$ cat src/verilog/mip_pkg.sv
package mip_pkg;
  localparam int DATA_W = 16;
  localparam int NUM_LVL = 4;
  localparam int WR_PER_LVL = 8;
  localparam int STACK_DEPTH = 64;
  localparam int STACK_USED = 42;
  localparam logic [2:0] LVL_0 = 3'h0;
  localparam logic [2:0] LVL_1 = 3'h1;
  localparam logic [2:0] LVL_2 = 3'h2;
  localparam logic [2:0] LVL_3 = 3'h3;
  localparam logic [2:0] LVL_MAIN = 3'h4;
  localparam logic [5:0] WR_BASE_MAIN = 6'h00;
  localparam logic [5:0] WR_BASE_L1 = 6'h10;
  localparam logic [5:0] WR_BASE_L2 = 6'h18;
  localparam logic [5:0] WR_BASE_L3 = 6'h20;
  localparam logic [5:0] NIA_MAIN = 6'h08;
  localparam logic [5:0] RET_MAIN = 6'h09;
  localparam logic [5:0] NIA_L0 = 6'h0A;
  localparam logic [5:0] RET_L0 = 6'h0B;
  localparam logic [5:0] NIA_L1 = 6'h0C;
  localparam logic [5:0] RET_L1 = 6'h0D;
  localparam logic [5:0] NIA_L2 = 6'h0E;
  localparam logic [5:0] RET_L2 = 6'h0F;
  localparam logic [5:0] NIA_L3 = 6'h28;
  localparam logic [5:0] RET_L3 = 6'h29;
  localparam logic [5:0] RSV_FIRST = 6'h2A;
  localparam logic [5:0] RSV_LAST = 6'h3F;
  localparam logic [3:0] SEL_NIA = 4'h8;
  localparam logic [3:0] SEL_RET = 4'h9;
  localparam int CK_PARITY = 0;
  localparam int CK_ADDR = 1;
  localparam int CK_UPROG = 2;
  localparam int CK_PORT = 3;
  localparam int L2_COMM = 0;
  localparam int L2_KBD = 1;
  localparam int L2_PRN = 2;
  localparam int L3_CARD = 0;
  localparam int L3_READER = 1;
  localparam int L3_RECORDER = 2;
  localparam int SY_DISK = 0;
  localparam int SY_COMM = 1;
  localparam int SY_KBD = 2;
  localparam int SY_PRN = 3;
  localparam int SY_CARD = 4;
  localparam int SY_READER = 5;
  localparam int SY_RECORDER = 6;
  localparam int SY_W = 7;

  // Lowest set bit wins, level 0 being the most urgent; empty mask means main level
  function automatic logic [2:0] top_level(input logic [3:0] m);
    top_level = LVL_MAIN;
    for (int i = NUM_LVL - 1; i >= 0; i--) begin
      if (m[i]) begin
        top_level = 3'(i);
      end
    end
  endfunction : top_level

  // One-hot pick of the first set bit among three sharers of a level
  function automatic logic [2:0] pick3(input logic [2:0] v);
    pick3 = 3'h0;
    if (v[0]) begin
      pick3 = 3'h1;
    end else if (v[1]) begin
      pick3 = 3'h2;
    end else if (v[2]) begin
      pick3 = 3'h4;
    end
  endfunction : pick3

  function automatic logic [5:0] wr_base(input logic [2:0] lvl);
    case (lvl)
      LVL_1: wr_base = WR_BASE_L1;
      LVL_2: wr_base = WR_BASE_L2;
      LVL_3: wr_base = WR_BASE_L3;
      default: wr_base = WR_BASE_MAIN;
    endcase
  endfunction : wr_base

  function automatic logic [5:0] nia_of(input logic [2:0] lvl);
    case (lvl)
      LVL_0: nia_of = NIA_L0;
      LVL_1: nia_of = NIA_L1;
      LVL_2: nia_of = NIA_L2;
      LVL_3: nia_of = NIA_L3;
      default: nia_of = NIA_MAIN;
    endcase
  endfunction : nia_of

  function automatic logic [5:0] ret_of(input logic [2:0] lvl);
    case (lvl)
      LVL_0: ret_of = RET_L0;
      LVL_1: ret_of = RET_L1;
      LVL_2: ret_of = RET_L2;
      LVL_3: ret_of = RET_L3;
      default: ret_of = RET_MAIN;
    endcase
  endfunction : ret_of
endpackage : mip_pkg

$ cat src/verilog/mip_map_if.sv
`timescale 1ns/1ns
interface mip_map_if;
  logic [2:0] level;
  logic [3:0] sel;
  logic [5:0] idx;
  logic hit;
  modport mapper(input level, input sel, output idx, output hit);
  modport user(output level, output sel, input idx, input hit);
endinterface : mip_map_if

$ cat src/verilog/mip_ctrl.sv
`timescale 1ns/1ns
// Functional notes
// - Four levels, zero most urgent, three least.
// - More urgent request preempts running less urgent level.
// - Fixed sources per level: checks, disk, I/O, options.
// - Display and diskette have no request input.
// - Parity, address, microprogram, port checks raise zero.
// - Level two order: comm adapter, keyboard, printer.
// - Level zero shares main bank; others own.
// - Level three uses first ten optional entries.
// - Levels four, five reserved; entries 2A-3F unused.
// - Each set: eight words, next, return address.
// - Main/zero words at 00-07, addresses 08-0B.
// - Level one words 10-17, two 18-1F.
// - Level three words 20-27, addresses 28-29.
module mip_ctrl #(
  parameter logic [15:0] VEC_L0 = 16'h0100,
  parameter logic [15:0] VEC_L1 = 16'h0200,
  parameter logic [15:0] VEC_L2 = 16'h0300,
  parameter logic [15:0] VEC_L3 = 16'h0400
) (
  input wire logic clk,
  input wire logic rst_n,
  input wire logic clk_en,
  input wire logic parity_chk,
  input wire logic bad_addr_chk,
  input wire logic uprog_chk,
  input wire logic port_chk,
  input wire logic disk_req,
  input wire logic comm_line_adapter_req,
  input wire logic kbd_req,
  input wire logic prn_req,
  input wire logic opt_card_req,
  input wire logic opt_reader_req,
  input wire logic opt_recorder_req,
  input wire logic instr_boundary,
  input wire logic level_exit,
  input wire logic [3:0] reg_sel,
  input wire logic reg_we,
  input wire logic [15:0] reg_wdata,
  output logic [15:0] reg_rdata,
  output logic [2:0] active_level,
  output logic level_entry,
  output logic [2:0] entry_level,
  output logic [3:0] check_cause,
  output logic [3:0] pending_levels,
  output logic [2:0] l2_source,
  output logic [2:0] l3_source
);
  typedef struct packed {
    logic [6:0] sy1;
    logic [6:0] sy2;
    logic l0_pend;
    logic [3:0] cause;
    logic l1_pend;
    logic [2:0] l2_pend;
    logic [2:0] l3_pend;
    logic [3:0] inprog;
    logic [2:0] cur;
    logic [2:0] l2_svc;
    logic [2:0] l3_svc;
    logic take;
    logic [2:0] take_lvl;
    logic [15:0] rd_data;
    logic [41:0][15:0] stack;
  } mip_state_t;

  localparam mip_state_t MIP_RESET = '{cur: mip_pkg::LVL_MAIN, default: '0};

  if (mip_pkg::STACK_USED != int'(mip_pkg::RSV_FIRST) || mip_pkg::DATA_W != 16) begin : g_chk
    $error("mip_ctrl: stack layout does not match the level banks");
  end

  mip_state_t q, d;
  mip_map_if map_bus ();
  logic [6:0] raw_req;
  logic [3:0] lvl_pend;
  logic [2:0] want_lvl;
  logic [2:0] l2_pick;
  logic [2:0] l3_pick;
  logic [3:0] new_chk;
  logic taking;
  logic leaving;

  mip_bank_map u_map (
    .m(map_bus.mapper)
  );

  // Display and diskette drive deliberately have no entry here
  always_comb begin
    raw_req = '0;
    raw_req[mip_pkg::SY_DISK] = disk_req;
    raw_req[mip_pkg::SY_COMM] = comm_line_adapter_req;
    raw_req[mip_pkg::SY_KBD] = kbd_req;
    raw_req[mip_pkg::SY_PRN] = prn_req;
    raw_req[mip_pkg::SY_CARD] = opt_card_req;
    raw_req[mip_pkg::SY_READER] = opt_reader_req;
    raw_req[mip_pkg::SY_RECORDER] = opt_recorder_req;
  end

  // Checkers sit on this clock, so their pulses need no synchroniser
  always_comb begin
    new_chk = '0;
    new_chk[mip_pkg::CK_PARITY] = parity_chk;
    new_chk[mip_pkg::CK_ADDR] = bad_addr_chk;
    new_chk[mip_pkg::CK_UPROG] = uprog_chk;
    new_chk[mip_pkg::CK_PORT] = port_chk;
  end

  always_comb begin
    lvl_pend = {|q.l3_pend, |q.l2_pend, q.l1_pend, q.l0_pend};
    want_lvl = mip_pkg::top_level(lvl_pend);
    l2_pick = mip_pkg::pick3(q.l2_pend);
    l3_pick = mip_pkg::pick3(q.l3_pend);
    leaving = level_exit && (q.cur != mip_pkg::LVL_MAIN);
    // Switch only between instructions; an exit in the same cycle blocks entry until a later boundary without an exit
    taking = instr_boundary && !level_exit && (want_lvl < q.cur);
  end

  always_comb begin
    map_bus.level = q.cur;
    map_bus.sel = reg_sel;
  end

  always_comb begin
    d = q;
    d.take = 1'b0;
    d.sy1 = raw_req;
    d.sy2 = q.sy1;

    // Pending bits: a new request beats a clear in the same cycle
    if (taking && want_lvl == mip_pkg::LVL_0) begin
      d.l0_pend = 1'b0;
    end
    if (taking && want_lvl == mip_pkg::LVL_1) begin
      d.l1_pend = 1'b0;
    end
    if (taking && want_lvl == mip_pkg::LVL_2) begin
      d.l2_pend = q.l2_pend & ~l2_pick;
      d.l2_svc = l2_pick;
    end
    if (taking && want_lvl == mip_pkg::LVL_3) begin
      d.l3_pend = q.l3_pend & ~l3_pick;
      d.l3_svc = l3_pick;
    end
    if (leaving && q.cur == mip_pkg::LVL_0) begin
      d.cause = '0;
    end
    d.l0_pend = d.l0_pend | (|new_chk);
    d.cause = d.cause | new_chk;
    d.l1_pend = d.l1_pend | q.sy2[mip_pkg::SY_DISK];
    d.l2_pend = d.l2_pend | {q.sy2[mip_pkg::SY_PRN], q.sy2[mip_pkg::SY_KBD], q.sy2[mip_pkg::SY_COMM]};
    d.l3_pend = d.l3_pend | {q.sy2[mip_pkg::SY_RECORDER], q.sy2[mip_pkg::SY_READER], q.sy2[mip_pkg::SY_CARD]};

    // Interrupted levels stay marked so that an exit resumes the most urgent one
    if (leaving) begin
      d.inprog[q.cur[1:0]] = 1'b0;
    end
    if (taking) begin
      d.inprog[want_lvl[1:0]] = 1'b1;
      d.take = 1'b1;
      d.take_lvl = want_lvl;
    end
    d.cur = mip_pkg::top_level(d.inprog);

    // Register stack access through the bank of the running level
    d.rd_data = map_bus.hit ? q.stack[map_bus.idx] : '0;
    if (reg_we && map_bus.hit) begin
      d.stack[map_bus.idx] = reg_wdata;
    end
    // Entry loads the new level's next address; it wins over a port write to it
    if (taking) begin
      case (want_lvl)
        mip_pkg::LVL_0: d.stack[mip_pkg::NIA_L0] = VEC_L0;
        mip_pkg::LVL_1: d.stack[mip_pkg::NIA_L1] = VEC_L1;
        mip_pkg::LVL_2: d.stack[mip_pkg::NIA_L2] = VEC_L2;
        default: d.stack[mip_pkg::NIA_L3] = VEC_L3;
      endcase
    end
  end

  // Entries 2A-3F are never built, so the reserved levels cannot disturb anything
  always_ff @(posedge clk) begin
    if (!rst_n) begin
      q <= MIP_RESET;
    end else if (clk_en) begin
      q <= d;
    end
  end

  always_comb begin
    reg_rdata = q.rd_data;
    active_level = q.cur;
    level_entry = q.take;
    entry_level = q.take_lvl;
    check_cause = q.cause;
    pending_levels = {|q.l3_pend, |q.l2_pend, q.l1_pend, q.l0_pend};
    l2_source = q.l2_svc;
    l3_source = q.l3_svc;
  end
endmodule : mip_ctrl

$ cat src/verilog/mip_bank_map.sv
`timescale 1ns/1ns
module mip_bank_map (
  mip_map_if.mapper m
);
  always_comb begin
    m.hit = (m.sel <= mip_pkg::SEL_RET);
    if (m.sel == mip_pkg::SEL_NIA) begin
      m.idx = mip_pkg::nia_of(m.level);
    end else if (m.sel == mip_pkg::SEL_RET) begin
      m.idx = mip_pkg::ret_of(m.level);
    end else if (m.hit) begin
      m.idx = mip_pkg::wr_base(m.level) | {3'h0, m.sel[2:0]};
    end else begin
      m.idx = mip_pkg::wr_base(m.level);
    end
  end
endmodule : mip_bank_map

$ cat config.mk
export PLATFORM = sky130hd
export DESIGN_NAME = mip_ctrl
export DESIGN_NICKNAME = d
export VERILOG_FILES = /design/src/verilog/mip_pkg.sv /design/src/verilog/mip_map_if.sv /design/src/verilog/mip_ctrl.sv /design/src/verilog/mip_bank_map.sv
export SDC_FILE = /design/constraint.sdc
export NUM_CORES = 2
export LEC_CHECK = 0
export BUFFER_PORTS_ARGS = -buffer_cell sky130_fd_sc_hd__buf_2
export CORE_UTILIZATION = 34
export DETAILED_ROUTE_END_ITERATION = 12
export SLEW_MARGIN = 20
export SYNTH_ARGS = -nofsm -noshare
export SYNTH_HDL_FRONTEND = slang
export SYNTH_SLANG_ARGS = --single-unit
export TNS_END_PERCENT = 1
$ cat constraint.sdc
create_clock -name clk -period 3.62 [get_ports clk]
set_input_delay 0.181 -clock clk [delete_from_list [all_inputs] [get_ports clk]]
set_output_delay 0.181 -clock clk [all_outputs]
set_load 0.01 [all_outputs]
==> flow_summary_export.csv <==
group,metric,value,unit
power_and_ir_drop,power.switching_fraction,0.260,
die,start_util,0.346,
critical_path,setup.worst_path.end_class,"register",
critical_path,critical-path-max-stage-delay,0.80,ns
power_and_ir_drop,leakagePower,13.1,nW
die,die-width,311,microns
worst_hold_path,timing.hold.worst.start,"reg_wdata[14]",
power_and_ir_drop,sequentialPowerShare,0.448,
timing,setup_total_negative_slack,0,ns
power_and_ir_drop,net-switching-power,4.73,mW
logic_synthesis,synthSimpleGateAreaFrac,0.187,
logic_synthesis,xor_and_xnor_area_share_after_synthesis,0.000540,
clocking,clk-insertion-delay-late,0.65,ns
placement,place_congestion,0.916,
power_and_ir_drop,worst_voltage_drop_across_the_vdd_grid,0.399,mV
logic_synthesis,synthesis.area,0.0325,sq mm
outcome,outcome,"finished clean",
clocking,cts_made_buffers,81,
timing,hold-worst-slack,0.0333,ns
clocking,cts-resized-gates,0,
logic_synthesis,async_reset_ff_frac,0,
die,ports,74,
routing,detailroute.via_count,29645,
critical_path,reg2reg_slack,0.07,ns
routing,vias_per_cell,5.74,
timing,hold_viol_final,0,
critical_path,startpoint,"active_level[0]",
critical_path,path_buf_inv,1,
timing,setup_repair_after_global_routing_missed_its_margin,"false",
routing,detail_route.first_pass.iterations,6,
routing,wirelength,122000,microns
critical_path,startpoint_of_the_lowest_slack_register_to_register_path,"active_level[0]",
critical_path,cpMaxStageDelayCell,"sky130_fd_sc_hd__a21oi_2",
grt,overflow,0,
critical_path,crit_chain,"nor3_1 > a21oi_2 > buf_4 > o221ai_1 > a2111oi_0 > a211oi_1 > a211oi_1",
worst_hold_path,min_path_type,"in2reg",
critical_path,timing.setup.critical_path_class,"reg2reg",
finish,finalInstanceArea,0.0368,sq mm
logic_synthesis,post_synth_inst_count,3944,
clocking,cts_tree,"yes",
timing,timing.slew.headroom,0.215,
timing,clock-skew-final,0.0283,ns
grt,vias_in_the_first_global_route,27141,
die,die_footprint,0.0967,sq mm
clocking,cts_max_path_buffers,3,
clocking,worst_setup_hold_path_clk_slew,0.06,ns
logic_synthesis,post_synth_num_cell_types,84,
placement,hpwl,75500,microns
timing,worst_pin_slew,1.18,ns
logic_synthesis,seq_area_frac_synth,0.451,
finish,drive_gt1_frac,0.114,
grt,gr-usage-all-layers,0.241,
finish,post-route-util,0.392,
job,max-cap-violations,0,
die,dieHeight,311,microns
logic_synthesis,mappedNetlistNets,3983,
clocking,root_buffer,"sky130_fd_sc_hd__clkbuf_16",
critical_path,worst_path_arrival_time,4.10,ns
die,standard_cell_row_count,112,
routing,drcViolationCount,0,
timing,finalSetupViolations,0,
timing,finalMaxSlewViolations,0,
timing,final_min_period_over_clock_period,0.981,
finish,nets_finish,3891,
critical_path,worst-endpoint-required,4.17,ns
logic_synthesis,ys.warnings.count,0,
grt,grt_max_degree,215,
power_and_ir_drop,p_comb_frac,0.082,
critical_path,cp_common_cell,"sky130_fd_sc_hd__a211oi_1",
critical_path,cp-start-kind,"register",
placement,port_buffers,73,
logic_synthesis,post_synth.cell_area_avg,8.23,sq um
clocking,h-tree-depth,3,
logic_synthesis,synth_fa_ha_area_frac,0.000771,
critical_path,cp_max_fo,14,
power_and_ir_drop,power_density,493,mW/mm^2
routing,drt-wirelength-per-cell,23.6,microns
grt,grt_first_pass_wirelength,180000,microns
power_and_ir_drop,internal_pwr_total,13.4,mW
logic_synthesis,dominantRegCellSynth,"sky130_fd_sc_hd__dfxtp_1",
placement,post_dp_cell_area,0.0339,sq mm
finish,num-fill-cells,9493,
critical_path,critical-path-top-delay-family,"compound AO/OA/AOI/OAI gates",
clocking,cts_hold_buffers,12,
finish,syn_to_final_growth,13.4,%
clocking,post_cts_buffers,0,
logic_synthesis,synth_mux_area_frac,0.110,
logic_synthesis,synth_top_family_by_area,"compound AO/OA/AOI/OAI gates",
routing,route.antenna.remaining_nets,0,
grt,antenna_violations_before_repair,2,
power_and_ir_drop,power.clock.fraction,0.470,
finish,antenna_cells,0,
timing,final_critical_path_required_period,3.55,ns
clocking,clkSinkCount,731,
routing,first_iter_violations,3693,
die,design.core.area,0.0939,sq mm
logic_synthesis,synth_enable_flop_cells,0,
logic_synthesis,compound_gate_fraction_of_synth_area,0.191,
logic_synthesis,synth-seq-cells,731,
timing,maxClockFrequency,282,MHz
[final timing paths]
kind | endpoint | depth (start not counted)
setup reg to reg | reg_rdata[4] | 7
hold / removal | q[110] | 3
hold reg to reg | q[177] | 2
setup / recovery | reg_rdata[4] | 7
[layer usage]
metal	track usage	up-vias	wire (microns)
met1	0.332	14401	51700
met3	0.0449	283	11100
met5	0	-	9
met2	0.361	1468	52800
li1	-	13491	-
met4	0.116	2	5940
[power groups by stage]
stage	sequential [mW]	clock, mW	combinational (mW)
after floorplan	8.29	0	0.815
after global placement	8.31	0	1.43
after detailed placement	8.31	0	1.43
after CTS	8.13	8.61	1.45
after global routing	8.13	8.93	1.54
final	8.13	8.53	1.50
[cells in the mapped netlist (13+ instances only)]
| cell type | number | area [sq um] |
|---|---|---|
| sky130_fd_sc_hd__a211oi_1 | 81 | 608 |
| sky130_fd_sc_hd__a21oi_1 | 412 | 2060 |
| sky130_fd_sc_hd__a221oi_1 | 40 | 350 |
| sky130_fd_sc_hd__a22o_1 | 31 | 272 |
| sky130_fd_sc_hd__a22oi_1 | 37 | 278 |
| sky130_fd_sc_hd__a31oi_1 | 42 | 263 |
| sky130_fd_sc_hd__a32oi_1 | 18 | 158 |
| sky130_fd_sc_hd__and3_1 | 61 | 382 |
| sky130_fd_sc_hd__buf_1 | 19 | 71.3 |
| sky130_fd_sc_hd__buf_2 | 104 | 521 |
| sky130_fd_sc_hd__buf_4 | 54 | 405 |
| sky130_fd_sc_hd__clkbuf_1 | 236 | 886 |
| sky130_fd_sc_hd__dfxtp_1 | 731 | 14600 |
| sky130_fd_sc_hd__inv_1 | 14 | 52.6 |
| sky130_fd_sc_hd__mux2_2 | 29 | 327 |
| sky130_fd_sc_hd__mux2i_1 | 323 | 3230 |
| sky130_fd_sc_hd__nand2_1 | 858 | 3220 |
| sky130_fd_sc_hd__nand3_1 | 77 | 385 |
| sky130_fd_sc_hd__nor2_1 | 332 | 1250 |
| sky130_fd_sc_hd__nor2_2 | 19 | 119 |
| sky130_fd_sc_hd__nor3_1 | 13 | 65.1 |
| sky130_fd_sc_hd__o21ai_0 | 155 | 776 |
| sky130_fd_sc_hd__o221ai_1 | 30 | 263 |
| sky130_fd_sc_hd__o22ai_1 | 25 | 156 |
[placed cells by master (no fill, tap or decap), drive strengths merged, types with 5 or more instances in the layout]
cell,synthesis,layout
nand2,860,860
dfxtp,731,731
a21oi,413,413
nor2,360,360
mux2i,323,323
buf,179,228
o21ai,165,165
clkbuf,236,116
a211oi,81,81
nand3,79,79
and3,61,61
a31oi,43,43
a221oi,40,40
a22oi,37,37
a22o,31,31
o221ai,30,30
mux2,29,29
o22ai,25,25
a32oi,18,18
nor3,16,16
inv,15,16
clkinv,0,15
dlygate4sd3,0,12
and2,11,11
a32o,11,11
a2111oi,11,11
a21boi,10,10
nor4,9,9
o21a,7,7
o31ai,7,7
o211ai,7,7
nor3b,7,7
a211o,6,6
bufinv,0,6
nand3b,6,6
or2,5,5
nand4,5,5
a311oi,5,5
nor4b,5,5
a21o,5,5
[kinds of logic after synthesis]
kind of cell,count (synthesis)
DFF,731
AOI/OAI and AO/OA,988
and+or+nand+nor,1439
adders and majority gates,2
buffers and inverters,430
xor gates and xnor gates,2
muxes,352
[state kept, by name, indices dropped and copies added, names as in the netlist]
signal	count
check_cause	4
l3_source	3
q	689
active_level	3
level_entry	1
reg_rdata	16
d	7
l2_source	3
entry_level	3
pending_levels	2
[stage by stage]
| step | power [mW] | cells | worst slack [ns] |
|---|---|---|---|
| 2_1_floorplan | 9.10 | 3944 | 1.07 |
| 3_3_place_gp | 9.74 | 5009 | 0.126 |
| 3_5_place_dp | 9.74 | 5010 | 0.290 |
| 4_1_cts | 18.2 | 5161 | 0.290 |
| 5_1_grt | 18.6 | 5162 | 0.176 |
| 6_report | 18.2 | 5162 | 0.0687 |
[tightest hold or removal path, stage by stage]
cell and delay, ns:
sky130_fd_sc_hd__buf_2 0.26, sky130_fd_sc_hd__nand2_1 0.12, sky130_fd_sc_hd__a21oi_1 0.05
[cell type report]
| cell class | instances | area, sq um | share of cell area |
|---|---|---|---|
| Inverter | 15 | 63.8 | 0.00173 |
| Clock inverter | 23 | 370 | 0.0101 |
| Timing Repair Buffer | 240 | 1850 | 0.0503 |
| Clock buffer | 116 | 2350 | 0.0638 |
| Tap cell | 1254 | 1570 | 0.0426 |
| Multi-Input combinational cell | 2783 | 16000 | 0.434 |
| Sequential cell | 731 | 14600 | 0.397 |
(Power assumes the default switching activity.)
